`src/verilog/window_watchdog_timing_params.svh`:
```
`ifndef WINDOW_WATCHDOG_TIMING_PARAMS_SVH
`define WINDOW_WATCHDOG_TIMING_PARAMS_SVH

`define CLK_MHZ 10

// Factory window bounds in microseconds, open strap then pull-up strap
`define NC00_LO_US 22500
`define NC00_HI_US 55000
`define NC01_LO_US 1850
`define NC01_HI_US 27500
`define NC11_LO_US 800000
`define NC11_HI_US 1600000
`define PU00_LO_US 9000
`define PU00_HI_US 109000
`define PU01_LO_US 9000
`define PU01_HI_US 195000
`define PU11_LO_US 1850
`define PU11_HI_US 11000

// Fault hold for the factory delay straps
`define RST_NC_US 200000
`define RST_PU_US 10000

// Delay strap detection sequence
`define INIT_US 381
`define INIT_CYC (`INIT_US * `CLK_MHZ)
`define INIT_HALF_CYC (`INIT_CYC / 2)

// Window capacitor discharge time and open-pin detect limit
`define DIS_US 10
`define DIS_CYC (`DIS_US * `CLK_MHZ)
`define DET_US 10
`define DET_CYC (`DET_US * `CLK_MHZ)
// Longest charge accepted; about 1 uF plus margin
`define CHG_MAX_US 4000000

// Capacitor upper bound: slope in s/uF times ten, offset, charge physics
`define WCAP_SLOPE_X10 774
`define WCAP_OFS_US 55000
`define WCAP_ICHG_NA 375
`define WCAP_VTH_MV 1210
`define WCAP_GAIN_Q8 \
  ((`WCAP_SLOPE_X10 * `WCAP_ICHG_NA * 256) / (`WCAP_VTH_MV * 10))

// Register byte offsets
`define REG_STATUS 8'h00
`define REG_CLEAR 8'h04
`define REG_IRQ_EN 8'h08
`define REG_STATE 8'h0c
`define REG_UPPER 8'h10
`define REG_LOWER 8'h14

// Status bits and reset values
`define ST_EARLY 0
`define ST_LATE 1
`define ST_OK 2
`define ST_REL 3
`define IRQ_EN_RST 4'h0

`endif
```
`src/verilog/wdt_pkg.sv`:
```
package wdt_pkg;

  typedef enum logic [6:0] {
    ST_OFF = 7'h01,
    ST_DIS = 7'h02,
    ST_CHG = 7'h04,
    ST_WIN = 7'h08,
    ST_FINIT = 7'h10,
    ST_FCHG = 7'h20,
    ST_FHOLD = 7'h40
  } wd_state_t;

  typedef enum logic [1:0] {
    STRAP_OPEN = 2'h0,
    STRAP_PULLUP = 2'h1,
    STRAP_CAP = 2'h2
  } strap_t;

endpackage : wdt_pkg

```
`src/verilog/window_watchdog_timing.sv`:
```
// Contract
// - Cap upper bound is 77.4*C plus 0.055 s
// - Upper bound ends when charged pin trips comparator
// - Lower bound ratio 1/8, 3/4, 1/2; 10 disables
// - Bounds follow cap strap and both selects
// - Early or late kick drives fault low
// - Missing kick holds fault for reset delay
// - Faults repeat until good kicks release output
// - Open pin, selects high: 800 ms / 1.6 s
// - Each fault re-detects delay strap, fixed length
// - Open or pulled-up pin uses factory bounds
//
// Decided for this implementation: the placing of the registers and the APB register port.
`timescale 1ns/1ps
`default_nettype none
`include "window_watchdog_timing_params.svh"
module window_watchdog_timing #(
  parameter logic [31:0] NC00_LO = `NC00_LO_US * `CLK_MHZ,
  parameter logic [31:0] NC00_HI = `NC00_HI_US * `CLK_MHZ,
  parameter logic [31:0] NC01_LO = `NC01_LO_US * `CLK_MHZ,
  parameter logic [31:0] NC01_HI = `NC01_HI_US * `CLK_MHZ,
  parameter logic [31:0] NC11_LO = `NC11_LO_US * `CLK_MHZ,
  parameter logic [31:0] NC11_HI = `NC11_HI_US * `CLK_MHZ,
  parameter logic [31:0] PU00_LO = `PU00_LO_US * `CLK_MHZ,
  parameter logic [31:0] PU00_HI = `PU00_HI_US * `CLK_MHZ,
  parameter logic [31:0] PU01_LO = `PU01_LO_US * `CLK_MHZ,
  parameter logic [31:0] PU01_HI = `PU01_HI_US * `CLK_MHZ,
  parameter logic [31:0] PU11_LO = `PU11_LO_US * `CLK_MHZ,
  parameter logic [31:0] PU11_HI = `PU11_HI_US * `CLK_MHZ,
  parameter logic [31:0] RST_NC = `RST_NC_US * `CLK_MHZ,
  parameter logic [31:0] RST_PU = `RST_PU_US * `CLK_MHZ,
  parameter logic [31:0] WCAP_OFS = `WCAP_OFS_US * `CLK_MHZ,
  parameter logic [31:0] CHG_MAX = `CHG_MAX_US * `CLK_MHZ
) (
  // Clock and reset
  input wire logic clk_i,
  input wire logic rst_i,
  // APB slave
  input wire logic psel_i,
  input wire logic penable_i,
  input wire logic pwrite_i,
  input wire logic [7:0] paddr_i,
  input wire logic [31:0] pwdata_i,
  output logic [31:0] prdata_o,
  output logic pready_o,
  output logic pslverr_o,
  // Supervised side and select pins
  input wire logic kick_input_i,
  input wire logic ratio_select_0_i,
  input wire logic ratio_select_1_i,
  // Window capacitor pin front end
  input wire logic window_cap_pin_cmp_i,
  output logic window_cap_pin_dis_o,
  output logic window_cap_pin_chg_o,
  // Delay capacitor pin front end
  input wire logic delay_cap_pin_cmp_i,
  output logic delay_cap_pin_dis_o,
  output logic delay_cap_pin_chg_o,
  // Open-drain fault output
  output logic fault_output_n_o,
  output logic fault_output_n_oe_o,
  // Interrupt
  output logic irq_o
);

  wdt_pkg::wd_state_t state_r, state_nxt;
  wdt_pkg::strap_t wmode_r, wmode_nxt, dmode_r, dmode_nxt;
  logic [31:0] wcnt_r, wcnt_nxt, fcnt_r, fcnt_nxt;
  logic [31:0] lo_r, lo_nxt, hi_r, hi_nxt;
  logic fault_r, fault_nxt;
  logic [3:0] status_r, status_nxt, irq_en_r, irq_en_nxt;
  logic [4:0] pin_raw, s1_r, s2_r, s3_r, flt_r, flt_nxt;
  logic ev_early, ev_late, ev_ok, ev_rel;
  logic kick_fall, disabled, wcap_cmp, dcap_cmp;
  logic [1:0] sel;
  logic [31:0] chg_cnt, rst_len;
  logic [47:0] prod;
  logic acc, wr;
  logic [3:0] clr;

  function automatic logic [31:0] fac_bound(
    input wdt_pkg::strap_t m,
    input logic [1:0] s,
    input logic up
  );
    logic [31:0] v;
    v = 32'h0;
    if (m == wdt_pkg::STRAP_PULLUP) begin
      case (s)
        2'b00: v = up ? PU00_HI : PU00_LO;
        2'b01: v = up ? PU01_HI : PU01_LO;
        default: v = up ? PU11_HI : PU11_LO;
      endcase
    end else begin
      case (s)
        2'b00: v = up ? NC00_HI : NC00_LO;
        2'b01: v = up ? NC01_HI : NC01_LO;
        default: v = up ? NC11_HI : NC11_LO;
      endcase
    end
    return v;
  endfunction : fac_bound

  function automatic logic [31:0] ratio_lo(
    input logic [31:0] u,
    input logic [1:0] s
  );
    logic [31:0] v;
    v = 32'h0;
    case (s)
      2'b00: v = u >> 3;
      2'b01: v = u - (u >> 2);
      default: v = u >> 1;
    endcase
    return v;
  endfunction : ratio_lo

  // Pin synchronisers; stage one feeds only stage two
  assign pin_raw = {delay_cap_pin_cmp_i, window_cap_pin_cmp_i,
                    ratio_select_1_i, ratio_select_0_i, kick_input_i};

  genvar gi;
  generate
    for (gi = 0; gi < 5; gi++) begin : g_filt
      assign flt_nxt[gi] = (s2_r[gi] == s3_r[gi]) ? s2_r[gi] : flt_r[gi];
    end
  endgenerate

  always_ff @(posedge clk_i) begin
    if (rst_i) begin
      s1_r <= 5'h00;
      s2_r <= 5'h00;
      s3_r <= 5'h00;
      flt_r <= 5'h00;
    end else begin
      s1_r <= pin_raw;
      s2_r <= s1_r;
      s3_r <= s2_r;
      flt_r <= flt_nxt;
    end
  end

  // A kick is the falling edge of the filtered input
  assign kick_fall = flt_r[0] & ~flt_nxt[0];
  assign sel = {flt_r[1], flt_r[2]};
  assign wcap_cmp = flt_r[3];
  assign dcap_cmp = flt_r[4];
  assign disabled = (sel == 2'b10);
  assign chg_cnt = wcnt_r - 32'(`DIS_CYC);
  assign prod = 48'(chg_cnt) * 48'(`WCAP_GAIN_Q8);
  assign rst_len = (dmode_r == wdt_pkg::STRAP_PULLUP) ? RST_PU : RST_NC;

  always_comb begin
    state_nxt = state_r;
    wcnt_nxt = wcnt_r + 32'h1;
    fcnt_nxt = fcnt_r;
    wmode_nxt = wmode_r;
    dmode_nxt = dmode_r;
    lo_nxt = lo_r;
    hi_nxt = hi_r;
    fault_nxt = fault_r;
    ev_early = 1'b0;
    ev_late = 1'b0;
    ev_ok = 1'b0;
    ev_rel = 1'b0;
    unique case (state_r)
      wdt_pkg::ST_OFF: begin
        wcnt_nxt = 32'h0;
        state_nxt = wdt_pkg::ST_DIS;
      end
      // Every lower bound exceeds the strap and charge phases
      wdt_pkg::ST_DIS: begin
        if (kick_fall) begin
          ev_early = 1'b1;
        end else if (wcnt_r >= 32'(`DIS_CYC - 1)) begin
          if (wcap_cmp) begin
            wmode_nxt = wdt_pkg::STRAP_PULLUP;
            lo_nxt = fac_bound(wdt_pkg::STRAP_PULLUP, sel, 1'b0);
            hi_nxt = fac_bound(wdt_pkg::STRAP_PULLUP, sel, 1'b1);
            state_nxt = wdt_pkg::ST_WIN;
          end else begin
            state_nxt = wdt_pkg::ST_CHG;
          end
        end
      end
      wdt_pkg::ST_CHG: begin
        if (kick_fall) begin
          ev_early = 1'b1;
        end else if (wcap_cmp) begin
          state_nxt = wdt_pkg::ST_WIN;
          if (chg_cnt < 32'(`DET_CYC)) begin
            wmode_nxt = wdt_pkg::STRAP_OPEN;
            lo_nxt = fac_bound(wdt_pkg::STRAP_OPEN, sel, 1'b0);
            hi_nxt = fac_bound(wdt_pkg::STRAP_OPEN, sel, 1'b1);
          end else begin
            wmode_nxt = wdt_pkg::STRAP_CAP;
            hi_nxt = prod[39:8] + WCAP_OFS;
            lo_nxt = ratio_lo(prod[39:8] + WCAP_OFS, sel);
          end
        end else if (chg_cnt >= CHG_MAX) begin
          // Pin shorted or capacitor far too large
          ev_late = 1'b1;
        end
      end
      wdt_pkg::ST_WIN: begin
        if (kick_fall) begin
          if (wcnt_r < lo_r) begin
            ev_early = 1'b1;
          end else begin
            ev_ok = 1'b1;
            wcnt_nxt = 32'h0;
            state_nxt = wdt_pkg::ST_DIS;
          end
        end else if (wcnt_r >= hi_r) begin
          ev_late = 1'b1;
        end
      end
      // Pull-down first half, then source current; fixed length
      wdt_pkg::ST_FINIT: begin
        fcnt_nxt = fcnt_r + 32'h1;
        if (fcnt_r == 32'(`INIT_HALF_CYC - 1) && dcap_cmp) begin
          dmode_nxt = wdt_pkg::STRAP_PULLUP;
        end
        if (fcnt_r == 32'(`INIT_CYC - 1)) begin
          if (dmode_r == wdt_pkg::STRAP_PULLUP) begin
            state_nxt = wdt_pkg::ST_FHOLD;
          end else if (dcap_cmp) begin
            dmode_nxt = wdt_pkg::STRAP_OPEN;
            state_nxt = wdt_pkg::ST_FHOLD;
          end else begin
            state_nxt = wdt_pkg::ST_FCHG;
          end
        end
      end
      wdt_pkg::ST_FCHG: begin
        fcnt_nxt = fcnt_r + 32'h1;
        ev_rel = dcap_cmp;
      end
      wdt_pkg::ST_FHOLD: begin
        fcnt_nxt = fcnt_r + 32'h1;
        ev_rel = (fcnt_r >= rst_len - 32'h1);
      end
      default: begin
        state_nxt = wdt_pkg::ST_OFF;
      end
    endcase
    if (ev_early | ev_late) begin
      state_nxt = wdt_pkg::ST_FINIT;
      fcnt_nxt = 32'h0;
      fault_nxt = 1'b1;
      dmode_nxt = wdt_pkg::STRAP_CAP;
    end
    if (ev_rel) begin
      state_nxt = wdt_pkg::ST_DIS;
      wcnt_nxt = 32'h0;
      fault_nxt = 1'b0;
    end
    if (disabled) begin
      state_nxt = wdt_pkg::ST_OFF;
      wcnt_nxt = 32'h0;
      fault_nxt = 1'b0;
    end
  end

  // Register bus; set beats clear on the same cycle
  assign acc = psel_i & penable_i;
  assign wr = acc & pwrite_i;
  assign clr = (wr && paddr_i == `REG_CLEAR) ? pwdata_i[3:0] : 4'h0;

  always_comb begin
    status_nxt = status_r & ~clr;
    status_nxt[`ST_EARLY] = status_nxt[`ST_EARLY] | ev_early;
    status_nxt[`ST_LATE] = status_nxt[`ST_LATE] | ev_late;
    status_nxt[`ST_OK] = status_nxt[`ST_OK] | ev_ok;
    status_nxt[`ST_REL] = status_nxt[`ST_REL] | ev_rel;
    irq_en_nxt = irq_en_r;
    if (wr && paddr_i == `REG_IRQ_EN) begin
      irq_en_nxt = pwdata_i[3:0];
    end
  end

  always_comb begin
    prdata_o = 32'h0;
    pslverr_o = 1'b0;
    case (paddr_i)
      `REG_STATUS: prdata_o = {28'h0, status_r};
      `REG_CLEAR: prdata_o = 32'h0;
      `REG_IRQ_EN: prdata_o = {28'h0, irq_en_r};
      `REG_STATE: prdata_o = {18'h0, state_r, sel, fault_r, dmode_r,
                              wmode_r};
      `REG_UPPER: prdata_o = hi_r;
      `REG_LOWER: prdata_o = lo_r;
      default: pslverr_o = acc;
    endcase
  end

  always_ff @(posedge clk_i) begin
    if (rst_i) begin
      state_r <= wdt_pkg::ST_OFF;
      wmode_r <= wdt_pkg::STRAP_OPEN;
      dmode_r <= wdt_pkg::STRAP_OPEN;
      wcnt_r <= 32'h0;
      fcnt_r <= 32'h0;
      lo_r <= 32'h0;
      hi_r <= 32'h0;
      fault_r <= 1'b0;
      status_r <= 4'h0;
      irq_en_r <= `IRQ_EN_RST;
    end else begin
      state_r <= state_nxt;
      wmode_r <= wmode_nxt;
      dmode_r <= dmode_nxt;
      wcnt_r <= wcnt_nxt;
      fcnt_r <= fcnt_nxt;
      lo_r <= lo_nxt;
      hi_r <= hi_nxt;
      fault_r <= fault_nxt;
      status_r <= status_nxt;
      irq_en_r <= irq_en_nxt;
    end
  end

  assign pready_o = 1'b1;
  assign irq_o = |(status_r & irq_en_r);
  assign fault_output_n_o = ~fault_r;
  assign fault_output_n_oe_o = fault_r;
  assign window_cap_pin_chg_o = (state_r == wdt_pkg::ST_CHG);
  assign window_cap_pin_dis_o = (state_r != wdt_pkg::ST_CHG);
  assign delay_cap_pin_dis_o = (state_r == wdt_pkg::ST_FINIT) &&
                               (fcnt_r < 32'(`INIT_HALF_CYC));
  assign delay_cap_pin_chg_o = (state_r == wdt_pkg::ST_FCHG) ||
                               ((state_r == wdt_pkg::ST_FINIT) &&
                                (fcnt_r >= 32'(`INIT_HALF_CYC)));

endmodule : window_watchdog_timing
`default_nettype wire

```
`config.mk`:
```
export PLATFORM = sky130hd
export DESIGN_NAME = window_watchdog_timing
export DESIGN_NICKNAME = d
export VERILOG_FILES = /design/src/verilog/wdt_pkg.sv /design/src/verilog/window_watchdog_timing.sv
export VERILOG_INCLUDE_DIRS = /design/src /design/src/verilog
export SDC_FILE = /design/constraint.sdc
export NUM_CORES = 1
export LEC_CHECK = 0
export CAP_MARGIN = 20
export CORE_ASPECT_RATIO = 0.6
export CORE_UTILIZATION = 40
export DETAILED_ROUTE_END_ITERATION = 10
export DONT_BUFFER_PORTS = 1
export HOLD_SLACK_MARGIN = 0.12
export PLACE_DENSITY = 0.52
export SLEW_MARGIN = 20
export SYNTH_ARGS = -nofsm -noshare
export SYNTH_HDL_FRONTEND = slang
export SYNTH_SLANG_ARGS = --single-unit
```
`constraint.sdc`:
```
create_clock -name clk_i -period 9.8 [get_ports clk_i]
set_clock_uncertainty 0.2 [all_clocks]
set_input_delay 0.49 -clock clk_i [delete_from_list [all_inputs] [get_ports clk_i]]
set_output_delay 0.49 -clock clk_i [all_outputs]
set_load 0.1 [all_outputs]
```
Yosys cells after proc, flatten, opt, wreduce, memory -nomap -nowiden:

Cells that the tools add are included.

* input port bits: 50
* register bits after elaboration: 168
* output and inout port bits: 41
* word-level logic and storage cells: 188

* eq/ne operators: 47
* multiply operators: 1
* bitwise operators: 14
* reduce and logical (&&, ||, !) cells: 24
* add/sub/neg operators: 6
* magnitude comparators: 8
* mux-type cells: 67

Operator list (count)
* $mux 32: 14
* $pmux 32 s2: 4
* $pmux 32 s5: 1
* $add 32x1->32 const B: 2
* $ge 32x32->1: 2
* $mux 7: 9
* $pmux 24 s2: 1
* $pmux 23 s2: 1
* $pmux 21 s2: 1
* $pmux 7 s6: 1
* $mul 32x11->38 const B: 1
* $add 32x20->32 const B: 1
* $eq 32x11->1 const B: 1
* $eq 32x12->1 const B: 1
* $ge 32x11->1 const B: 1
* $ge 32x26->1 const B: 1
* $ge 32x7->1 const B: 1
* $lt 32x11->1 const B: 1
* $lt 32x32->1: 1
* $lt 32x7->1 const B: 1
* $sub 32x30->32: 1
* $sub 32x7->32 const B: 1
* $mux 2: 13
* $reduce_and 8->1: 3
* 45 further kinds: 103

Depth between registers and ports, before layout:

Gate-level depths: netlist (run 1).

* word-level depth: 9
* depth in mapped cells: 44
* gate-level depth less buffers: 43

Worst setup path after synthesis (run 1):

No wires, ideal clock.

* path kind: reg-to-reg
* start point: reg wcnt_r[4]
* end point: reg lo_r[27]
* buffers on the path: 2
* period minus slack after synthesis: 9.977 ns
* cell stages (with the launch flop): 40
* path slack: -0.177 ns
* required time: 9.483 ns
* setup time: 0.117 ns
* data arrival time: 9.660 ns
* path through: dfxtp_1 clkbuf_1 nor3_1 nand2b_1 clkbuf_1 xnor2_1 inv_1 fa_1 fa_1 inv_1 fa_1 inv_1 fa_1 inv_1 fa_1 inv_1 ha_1 a2111o_1 [4 not listed] or3_1 nand2_1 inv_1 ha_1 or3_1 o31ai_1 o21ai_0 a211oi_1 o21bai_1 a21o_1 and2_1 o41ai_1 o21a_1 o31a_1 o2bb2ai_2 o311a_1 o21ai_1 a22o_1

* cells in the longest elaborated chain, start to end: 9
* elaborated cells between the ends (all ways): 13
* those cells by class: 3 x add/sub; 1 x mul; 2 x order compare; 1 x eq/ne; 5 x mux; 1 x reduce/logical

RTL lines
* from (decl): line window_watchdog_timing.sv:68 `logic [31:0] wcnt_r, wcnt_nxt, fcnt_r, fcnt_nxt;`
* from (signal assigned): line window_watchdog_timing.sv:313 `wcnt_r <= wcnt_nxt;`
* $sub 32x7->32: line window_watchdog_timing.sv:149 `` assign chg_cnt = wcnt_r - 32'(`DIS_CYC); ``
* $mul 32x11->38: line window_watchdog_timing.sv:150 `` assign prod = 48'(chg_cnt) * 48'(`WCAP_GAIN_Q8); ``
* $add 32x20->32: line window_watchdog_timing.sv:198 `lo_nxt = ratio_lo(prod[39:8] + WCAP_OFS, sel);`
* $sub 32x30->32: line window_watchdog_timing.sv:112 `2'b01: v = u - (u >> 2);`
* $pmux 32 s2: line window_watchdog_timing.sv:110 `case (s)`
* $mux 32: line window_watchdog_timing.sv:191 `` if (chg_cnt < 32'(`DET_CYC)) begin ``
* $mux 32: line window_watchdog_timing.sv:189 `end else if (wcap_cmp) begin`
* $mux 32: line window_watchdog_timing.sv:187 `if (kick_fall) begin`
* $pmux 32 s2: line window_watchdog_timing.sv:166 `unique case (state_r)`
* to (signal assigned): line window_watchdog_timing.sv:315 `lo_r <= lo_nxt;`
* to (decl): line window_watchdog_timing.sv:69 `logic [31:0] lo_r, lo_nxt, hi_r, hi_nxt;`

Parallel ways exist; a longest one is shown, timed or not. The select of a mux whose other input is x is not followed.
A chain may end at the register's enable or synchronous reset.

Worst setup path in the final report (run 1):

* start point: reg wcnt_r[9]
* end point: reg lo_r[27]

Same word-level chain as after synthesis.

==> results_dict.tcl, run 1 <==
set metrics [dict create \
    drtIter0Drc 1524 \
    core_um2 53000 \
    r2r_cells 38 \
    r2r_start "wcnt_r[9]" \
    grt_max_degree 90 \
    synth_top_family_by_area "adder cells" \
    io_pins 91 \
    holdCritStartpoint "rst_i" \
    max_freq_mhz 106 \
    synth_flop_cell "dfxtp_1" \
    path_delay_family "compound AO/OA/AOI/OAI gates" \
    num_rows 65 \
    grt_pass1_wl_um 110000 \
    hold_path_end "lo_r[30]" \
    synth-compound-area-share_pct 18.4 \
    critPathRequiredTime_ns 9.95 \
    worstPathArrival_ns 9.58 \
    synth_seq_cells 168 \
    startpoint_type "register" \
    worstSetupPathType "register to register" \
    vias 19853 \
    synthTopCellsByArea "ha_1 16%, dfxtp_1 15%, fa_1 12%" \
    cts_tree "built" \
    clock_tree.buffer_depth 2 \
    yosysWarnings 0 \
    regToRegSetupSlack_ns 0.37 \
    synthCells 2713 \
    fin_nets 3413 \
    synthAdderAreaFrac_pct 27.4 \
    drt-pass1-iter-count 5 \
    gp_congestion 0.896 \
    worst_pin_slew_ns 1.27 \
    synthArstFlopShare_pct 0 \
    htreeDepth 4 \
    antenna_found_initial 1 \
    wire_per_inst_um 18.9 \
    ys_types 99 \
    vias_per_cell 5.39 \
    synth_xor_area_share_pct 11.2 \
    clk_pin_slew_ns 0.07 \
    min_period_over_period_pct 96.3 \
    numCtsBuffers 17 \
    synth_common_cells "379 x inv_1, 269 x ha_1, 259 x nor2_1" \
    pre_cts_slack_ns -0.0773 \
    yosysMostFrequentCell "inv_1" \
    cap_violations 0 \
    cts_root_buf "clkbuf_16" \
    ys_seq_area_share_pct 15.5 \
    fin_crit_ns 9.43 \
    report.final.slew_viol_count 0 \
    synth_area_um2 21700 \
    die_y_um 182 \
    syn2layout_area_growth_pct 20.4 \
    design_area_um2 26100 \
    clock-sinks 168 \
    drive_gt1_share_pct 18.0 \
    synth_top_area_cell "ha_1" \
    start_util_pct 40.9 \
    synthMuxAreaShare_pct 2.45 \
    clock_latency_ns 0.45 \
    cp_num_buf_inv 8 \
    gr-usage-all-layers_pct 25.6 \
    hold_viol 0 \
    synth-simple-area-share_pct 16.5 \
    avgSynthCellArea_um2 8.00 \
    synth_edf_count 0 \
    final_antenna_net_count 0 \
    crit_fanout 7 \
    slowest_stage "fa_1" \
    grt_pass1_vias 19568 \
    place_area_um2 24700 \
    end_kind "register" \
    status "complete, no violations" \
    die_x_um 303 \
    grt_overflow 0 \
    max_stage_delay_ns 0.55 \
    design.die.area_um2 55200 \
    reg2reg_to "lo_r[27]" \
    holdPathStages 3 \
    final-setup-viol-count 0 \
    diodes 0 \
    synth.top_cell.area_share_pct 15.5 \
    hp-class "primary input to register" \
    slew_headroom_pct 15.1 \
    drc 0 \
    fin_ws_ns 0.367 \
    hpwl_um 57200 \
    totalWireLength_um 69800 \
    io_buffers 0 \
    synth_fp_nets 3159 \
]
## routing by layer
layer	track usage, %	part of all wire (%)
met3	4.17	6.5
met5	0	0
met1	42.1	55
met2	34.6	38
met4	3.02	0.53
## stage by stage
stage	setup TNS [ns]	hold slack, ns	utilization [%]	cells
final	0	0.152	49.3	3683
after global routing	-0.312	0.155	49.3	3683
after CTS	0	0.123	48.1	3668
after detailed placement	-0.150	0.225	46.6	3625
after global placement	0	0.218	46.6	3625
after floorplan	0	0.214	-	2713
## worst max path at each step
stage | cells after the start | from | to | slack (ns)
after global placement | 39 | wcnt_r[2] | lo_r[27] | 0.02
after global routing | 42 | wcnt_r[2] | lo_r[23] | -0.07
after floorplan | 41 | wcnt_r[2] | lo_r[30] | 0.08
final | 38 | wcnt_r[9] | lo_r[27] | 0.37
after CTS | 37 | wcnt_r[9] | lo_r[27] | 0.005
after detailed placement | 43 | wcnt_r[3] | lo_r[30] | -0.08
## logic make-up (layout without fill, tap and decap cells)
kind of cell	after synthesis	count (layout)
buf+inv	484	751
other cells	1	1
fa+ha+maj	400	400
xor+xnor	277	277
simple gates	740	740
compound gates	590	590
flops	168	168
mux	53	53
## flip-flops by register name, indices dropped and copies added, names as in the netlist
signal,flops
lo_r,32
s3_r,5
state_r,7
flt_r,5
wcnt_r,32
s1_r,5
hi_r,32
s2_r,5
fault_output_n_oe_o,1
status_r,4
fcnt_r,32
irq_en_r,4
wmode_r,2
dmode_r,2
## repair_timing
action / CTS / global route
resized for setup: 14 / 100
pin swaps: 2 / 32
setup endpoints to repair: 8 / 14
endpoints found under the hold margin: 92 / 0
setup buffers: 0 / 15
hold buffers: 11 / 0
## layout by cell type (no fill, tap or decap), drive strengths merged, types with 22 or more instances in the layout
cell / netlist / final
a211oi: 35 / 35
a21o: 88 / 88
a21oi: 154 / 154
a22oi: 32 / 32
and2: 22 / 22
and3: 24 / 24
buf: 19 / 322
dfxtp: 168 / 168
fa: 127 / 127
ha: 269 / 269
inv: 381 / 385
mux2i: 52 / 52
nand2: 161 / 161
nand3: 59 / 59
nand4: 33 / 33
nor2: 259 / 259
nor2b: 35 / 35
nor3: 40 / 40
o211ai: 24 / 24
o21ai: 112 / 112
xnor2: 172 / 172
xor2: 105 / 105
## worst min-delay path, delay by kind of cell
kind | cells | cell delay, ns
simple gates | 3 | 0.25
## cell type report
cell class / count / area [um2]
fill: 5167 / 26900
multi-input combinational: 2061 / 17300
sequential: 168 / 3370
timing repair buffer: 333 / 2580
inverter: 386 / 1450
tap: 703 / 880
clock buffer: 17 / 425
clock inverter: 15 / 143
Power of run 1 is not shown: default switching activity piles up to over one toggle a cycle in this logic, so the estimate is an artifact.
==> inputs of run 2 (changes only) <==
--- a/config.mk
+++ b/config.mk
@@ -11,6 +11,7 @@
 export CORE_UTILIZATION = 40
 export DETAILED_ROUTE_END_ITERATION = 10
 export DONT_BUFFER_PORTS = 1
+export GPL_TIMING_DRIVEN = 0
 export HOLD_SLACK_MARGIN = 0.12
 export PLACE_DENSITY = 0.52
 export SLEW_MARGIN = 20
==> run 2 against run 1 <==
Compared with the run above: die area is the same; sequential cell count unchanged; routed wire length grew 7.5%; design area increased by 0.20%; global-route usage grew 1.7 points; sequential share of layout area is essentially flat; final cell count is 3.2% lower; clock-buffer cell count stayed put; first-iteration DRC count grew 19%; register-to-register slack worse by 0.13 ns; critical path type unchanged; critical endpoint is now lo_r[30]; largest cell class unchanged.
==> results_dict.tcl, run 2 (synthesized netlist as in run 1, its figures left out) <==
set metrics [dict create \
    fin_nets 3294 \
    clock_latency_ns 0.46 \
    grt_max_degree 17 \
    totalWireLength_um 75000 \
    end_kind "register" \
    die_x_um 303 \
    clk_pin_slew_ns 0.08 \
    grt_pass1_vias 19209 \
    io_buffers 0 \
    clock-sinks 168 \
    drive_gt1_share_pct 16.2 \
    status "complete, no violations" \
    die_y_um 182 \
    setup_tns_ns 0 \
    start_util_pct 40.9 \
    cts_tree "built" \
    hpwl_um 60800 \
    nFillCells 5213 \
    hold_viol 0 \
    cap_violations 0 \
    layout_common_cells "367 x inv_1, 243 x ha_1, 234 x nor2_1" \
    crit_fanout 7 \
    num_rows 65 \
    place_area_um2 22900 \
    vias_per_cell 5.63 \
    gr-usage-all-layers_pct 27.3 \
    vias 20076 \
    final_antenna_net_count 0 \
    drtIter0Drc 1821 \
    io_pins 91 \
    wire_per_inst_um 21.0 \
    report.final.slew_viol_count 0 \
    cts_root_buf "clkbuf_16" \
    critPathRequiredTime_ns 9.92 \
    max_freq_mhz 105 \
    worst_pin_slew_ns 1.25 \
    design_area_um2 26200 \
    grt_pass1_wl_um 116000 \
    max_stage_delay_ns 0.54 \
    multi_input_area_um2 18400 \
    hp-class "primary input to register" \
    drc 0 \
    antenna_found_initial 2 \
    final-seq-area_um2 3380 \
    design.die.area_um2 55200 \
    worstSetupPathType "register to register" \
    startpoint_type "register" \
    htreeDepth 4 \
    syn2layout_area_growth_pct 20.7 \
    final-setup-viol-count 0 \
    clock_tree.buffer_depth 2 \
    slowest_stage "fa_1" \
    final_common_cell "inv_1" \
    gp_congestion 0.922 \
    fin_crit_ns 9.56 \
    grt_overflow 0 \
    cp_common_cell "inv_1" \
    drt-pass1-iter-count 8 \
    worstPathArrival_ns 9.68 \
    regToRegSetupSlack_ns 0.24 \
    min_period_over_period_pct 97.6 \
    core_um2 53000 \
    numCtsBuffers 17 \
    slew_headroom_pct 16.1 \
]
run 2: final cells by class:
cell class	instances	area share [%]
clock buffers	17	1.62
plain buffers	84	1.39
flip-flops and latches	168	12.9
repair buffers	130	4.22
well taps	703	3.36
clock inverters	15	0.712
multi-input cells	2061	70.1
diodes	1	0.00955
inverters	386	5.64
run 2: critical path, delay by kind of cell (launching register included):
family | cells | cell delay, ns
DFF | 1 | 0.36
buffers and inverters | 6 | 0.48
and+or+nand+nor | 10 | 2.04
muxes | 1 | 0.24
adders and majority gates | 8 | 3.05
AOI/OAI and AO/OA | 12 | 2.57
xor gates and xnor gates | 2 | 0.46
run 2: through the flow:
step / instances / util [%] / hold slack (ns) / worst slack (ns)
global route: 3564 / 49.4 / 0.197 / -0.0359
global placement: 3416 / 42.6 / 0.220 / -2.47
CTS: 3511 / 47.0 / 0.212 / -0.00583
floorplan: 2713 / - / 0.214 / 0.0776
detailed placement: 3421 / 43.2 / 0.227 / -2.62
finish: 3565 / 49.4 / 0.162 / 0.239
run 2: routing by layer:
layer | track usage, % | routed length [um]
met2 | 35.3 | 28100
met5 | 0 | 13
met1 | 45.7 | 39800
met3 | 5.69 | 6690
met4 | 2.59 | 430
run 2: path summary, 6_finish.rpt:
kind                                 from       end  depth (start not counted)
worst max-delay path            wcnt_r[2]  lo_r[30]                         39
worst max register to register  wcnt_r[2]  lo_r[30]                         39
worst min-delay path                rst_i  lo_r[29]                          3
worst min register to register    s1_r[0]   s2_r[0]                          1
run 2: timing repair:
item                                   4_1_cts  5_1_grt
buffers inserted                            55       60
endpoints found under the hold margin       15        0
resized for setup                          157      168
hold buffers                                10        0
pin swaps                                   33       71
setup endpoints to repair                   39       14
Power of run 2 is left out for the same reason.
==> inputs of run 3 (changes only) <==
--- a/config.mk
+++ b/config.mk
@@ -13,7 +13,7 @@
 export DONT_BUFFER_PORTS = 1
 export GPL_TIMING_DRIVEN = 0
 export HOLD_SLACK_MARGIN = 0.12
-export PLACE_DENSITY = 0.52
+export PLACE_DENSITY_LB_ADDON = 0.12
 export SLEW_MARGIN = 20
 export SYNTH_ARGS = -nofsm -noshare
 export SYNTH_HDL_FRONTEND = slang
==> run 3 against run 2 <==
Compared with the run above: via count is 0.35% lower; sequential cell count stayed put; clock-buffer cell count stayed put; register-to-register slack hardly changed; critical endpoint unchanged; global-route usage is 0.23 points lower.
==> results_dict.tcl, run 3 (synthesized netlist as in run 1, its figures left out) <==
set metrics [dict create \
    clk_pin_slew_ns 0.07 \
    vias 20006 \
    pre_cts_slack_ns -2.58 \
    drtIter0Drc 1928 \
    final_antenna_net_count 0 \
    fin_worst_hold_slack_ns 0.173 \
    syn2layout_area_growth_pct 20.7 \
    hp-class "primary input to register" \
    final-seq-area_um2 3380 \
    grt_max_degree 19 \
    drt-pass1-iter-count 6 \
    cts_root_buf "clkbuf_16" \
    startpoint_type "register" \
    cts_tree "built" \
    htreeDepth 4 \
    design.die.area_um2 55200 \
    nFillCells 5160 \
    grt_overflow 0 \
    max_freq_mhz 104 \
    hold_viol 0 \
    fin_crit_ns 9.58 \
    critPathRequiredTime_ns 9.92 \
    die_y_um 182 \
    end_kind "register" \
    diodes 0 \
    drive_gt1_share_pct 16.1 \
    worstSetupPathType "register to register" \
    gp_congestion 0.941 \
    clock_tree.buffer_depth 2 \
    clock-sinks 168 \
    slew_headroom_pct 23.1 \
    max_stage_delay_ns 0.56 \
    die_x_um 303 \
    grt_pass1_wl_um 114000 \
    crit_fanout 8 \
    fin_ws_ns 0.225 \
    final_common_cell "inv_1" \
    wl_met1_um 39300 \
    hpwl_um 60600 \
    worst_pin_slew_ns 1.15 \
    core_um2 53000 \
    num_rows 65 \
    drc 0 \
    rsz0062_at_grt "yes" \
    top_layer_used "met4" \
    multi_input_area_um2 18300 \
    place_area_um2 22900 \
    io_pins 91 \
    fin_nets 3316 \
    cap_violations 0 \
    report.final.slew_viol_count 0 \
    totalWireLength_um 74800 \
    slowest_stage "fa_1" \
    placed_cells 3420 \
    vias_per_cell 5.58 \
    gr-usage-all-layers_pct 27.1 \
    instances_no_fill 3586 \
    antenna_found_initial 0 \
    worstPathArrival_ns 9.70 \
    wl_met2_um 27800 \
    clock_latency_ns 0.46 \
    status "complete, no violations" \
    grt_pass1_vias 19469 \
    start_util_pct 40.9 \
    final-setup-viol-count 0 \
    design_area_um2 26200 \
    wire_per_inst_um 20.8 \
    dr_wl_met3_um 7260 \
    min_period_over_period_pct 97.7 \
    layout_common_cells "367 x inv_1, 247 x ha_1, 232 x nor2_1" \
    numCtsBuffers 17 \
    io_buffers 0 \
]
run 3: path summary, 6_finish.rpt:
check	from	to	slack [ns]	depth (start not counted)
min	rst_i	lo_r[29]	0.17	3
min reg2reg	s1_r[1]	s2_r[1]	0.24	1
max reg2reg	wcnt_r[3]	lo_r[30]	0.22	39
max	wcnt_r[3]	lo_r[30]	0.22	39
run 3: cell type report:
cell class | count | share of cell area, %
multi-input cells | 2061 | 69.7
flip-flops and latches | 168 | 12.9
inverters | 386 | 5.65
repair buffers | 150 | 4.73
well taps | 703 | 3.36
clock buffers | 17 | 1.62
plain buffers | 86 | 1.45
clock inverters | 15 | 0.592
run 3: repair_timing:
| item | 4_1_cts | 5_1_grt |
|---|---|---|
| endpoints found under the hold margin | 15 | 0 |
| endpoints found under the setup margin | 39 | 15 |
| hold buffers | 10 | 0 |
| setup buffers | 66 | 70 |
| pin swaps | 32 | 77 |
| gates cloned | 0 | 0 |
| resized for setup | 153 | 148 |
run 3: metrics by stage:
step	setup TNS [ns]	util, %
after floorplan	0	-
after global placement	-42.20	42.6
after detailed placement	-43.45	43.1
after CTS	0	47.0
after global routing	-0.443	49.4
final	0	49.4
run 3: worst max-delay path: cells and delay by family (launching register included):
kind	cells	cell delay, ns
flip-flops	1	0.36
XOR/XNOR	6	1.20
AO/OA/AOI/OAI	11	2.59
buffers and inverters	7	0.88
AND/OR/NAND/NOR	7	1.25
multiplexers	1	0.23
adder cells (fa/ha/maj)	7	2.71
run 3: routing by layer:
| metal | up-vias | GRT usage, % |
|---|---|---|
| li1 | 9567 | - |
| met1 | 9733 | 43.3 |
| met2 | 665 | 35.1 |
| met3 | 41 | 8.36 |
| met4 | 0 | 2.99 |
| met5 | - | 0 |
Power of run 3 is left out for the same reason.
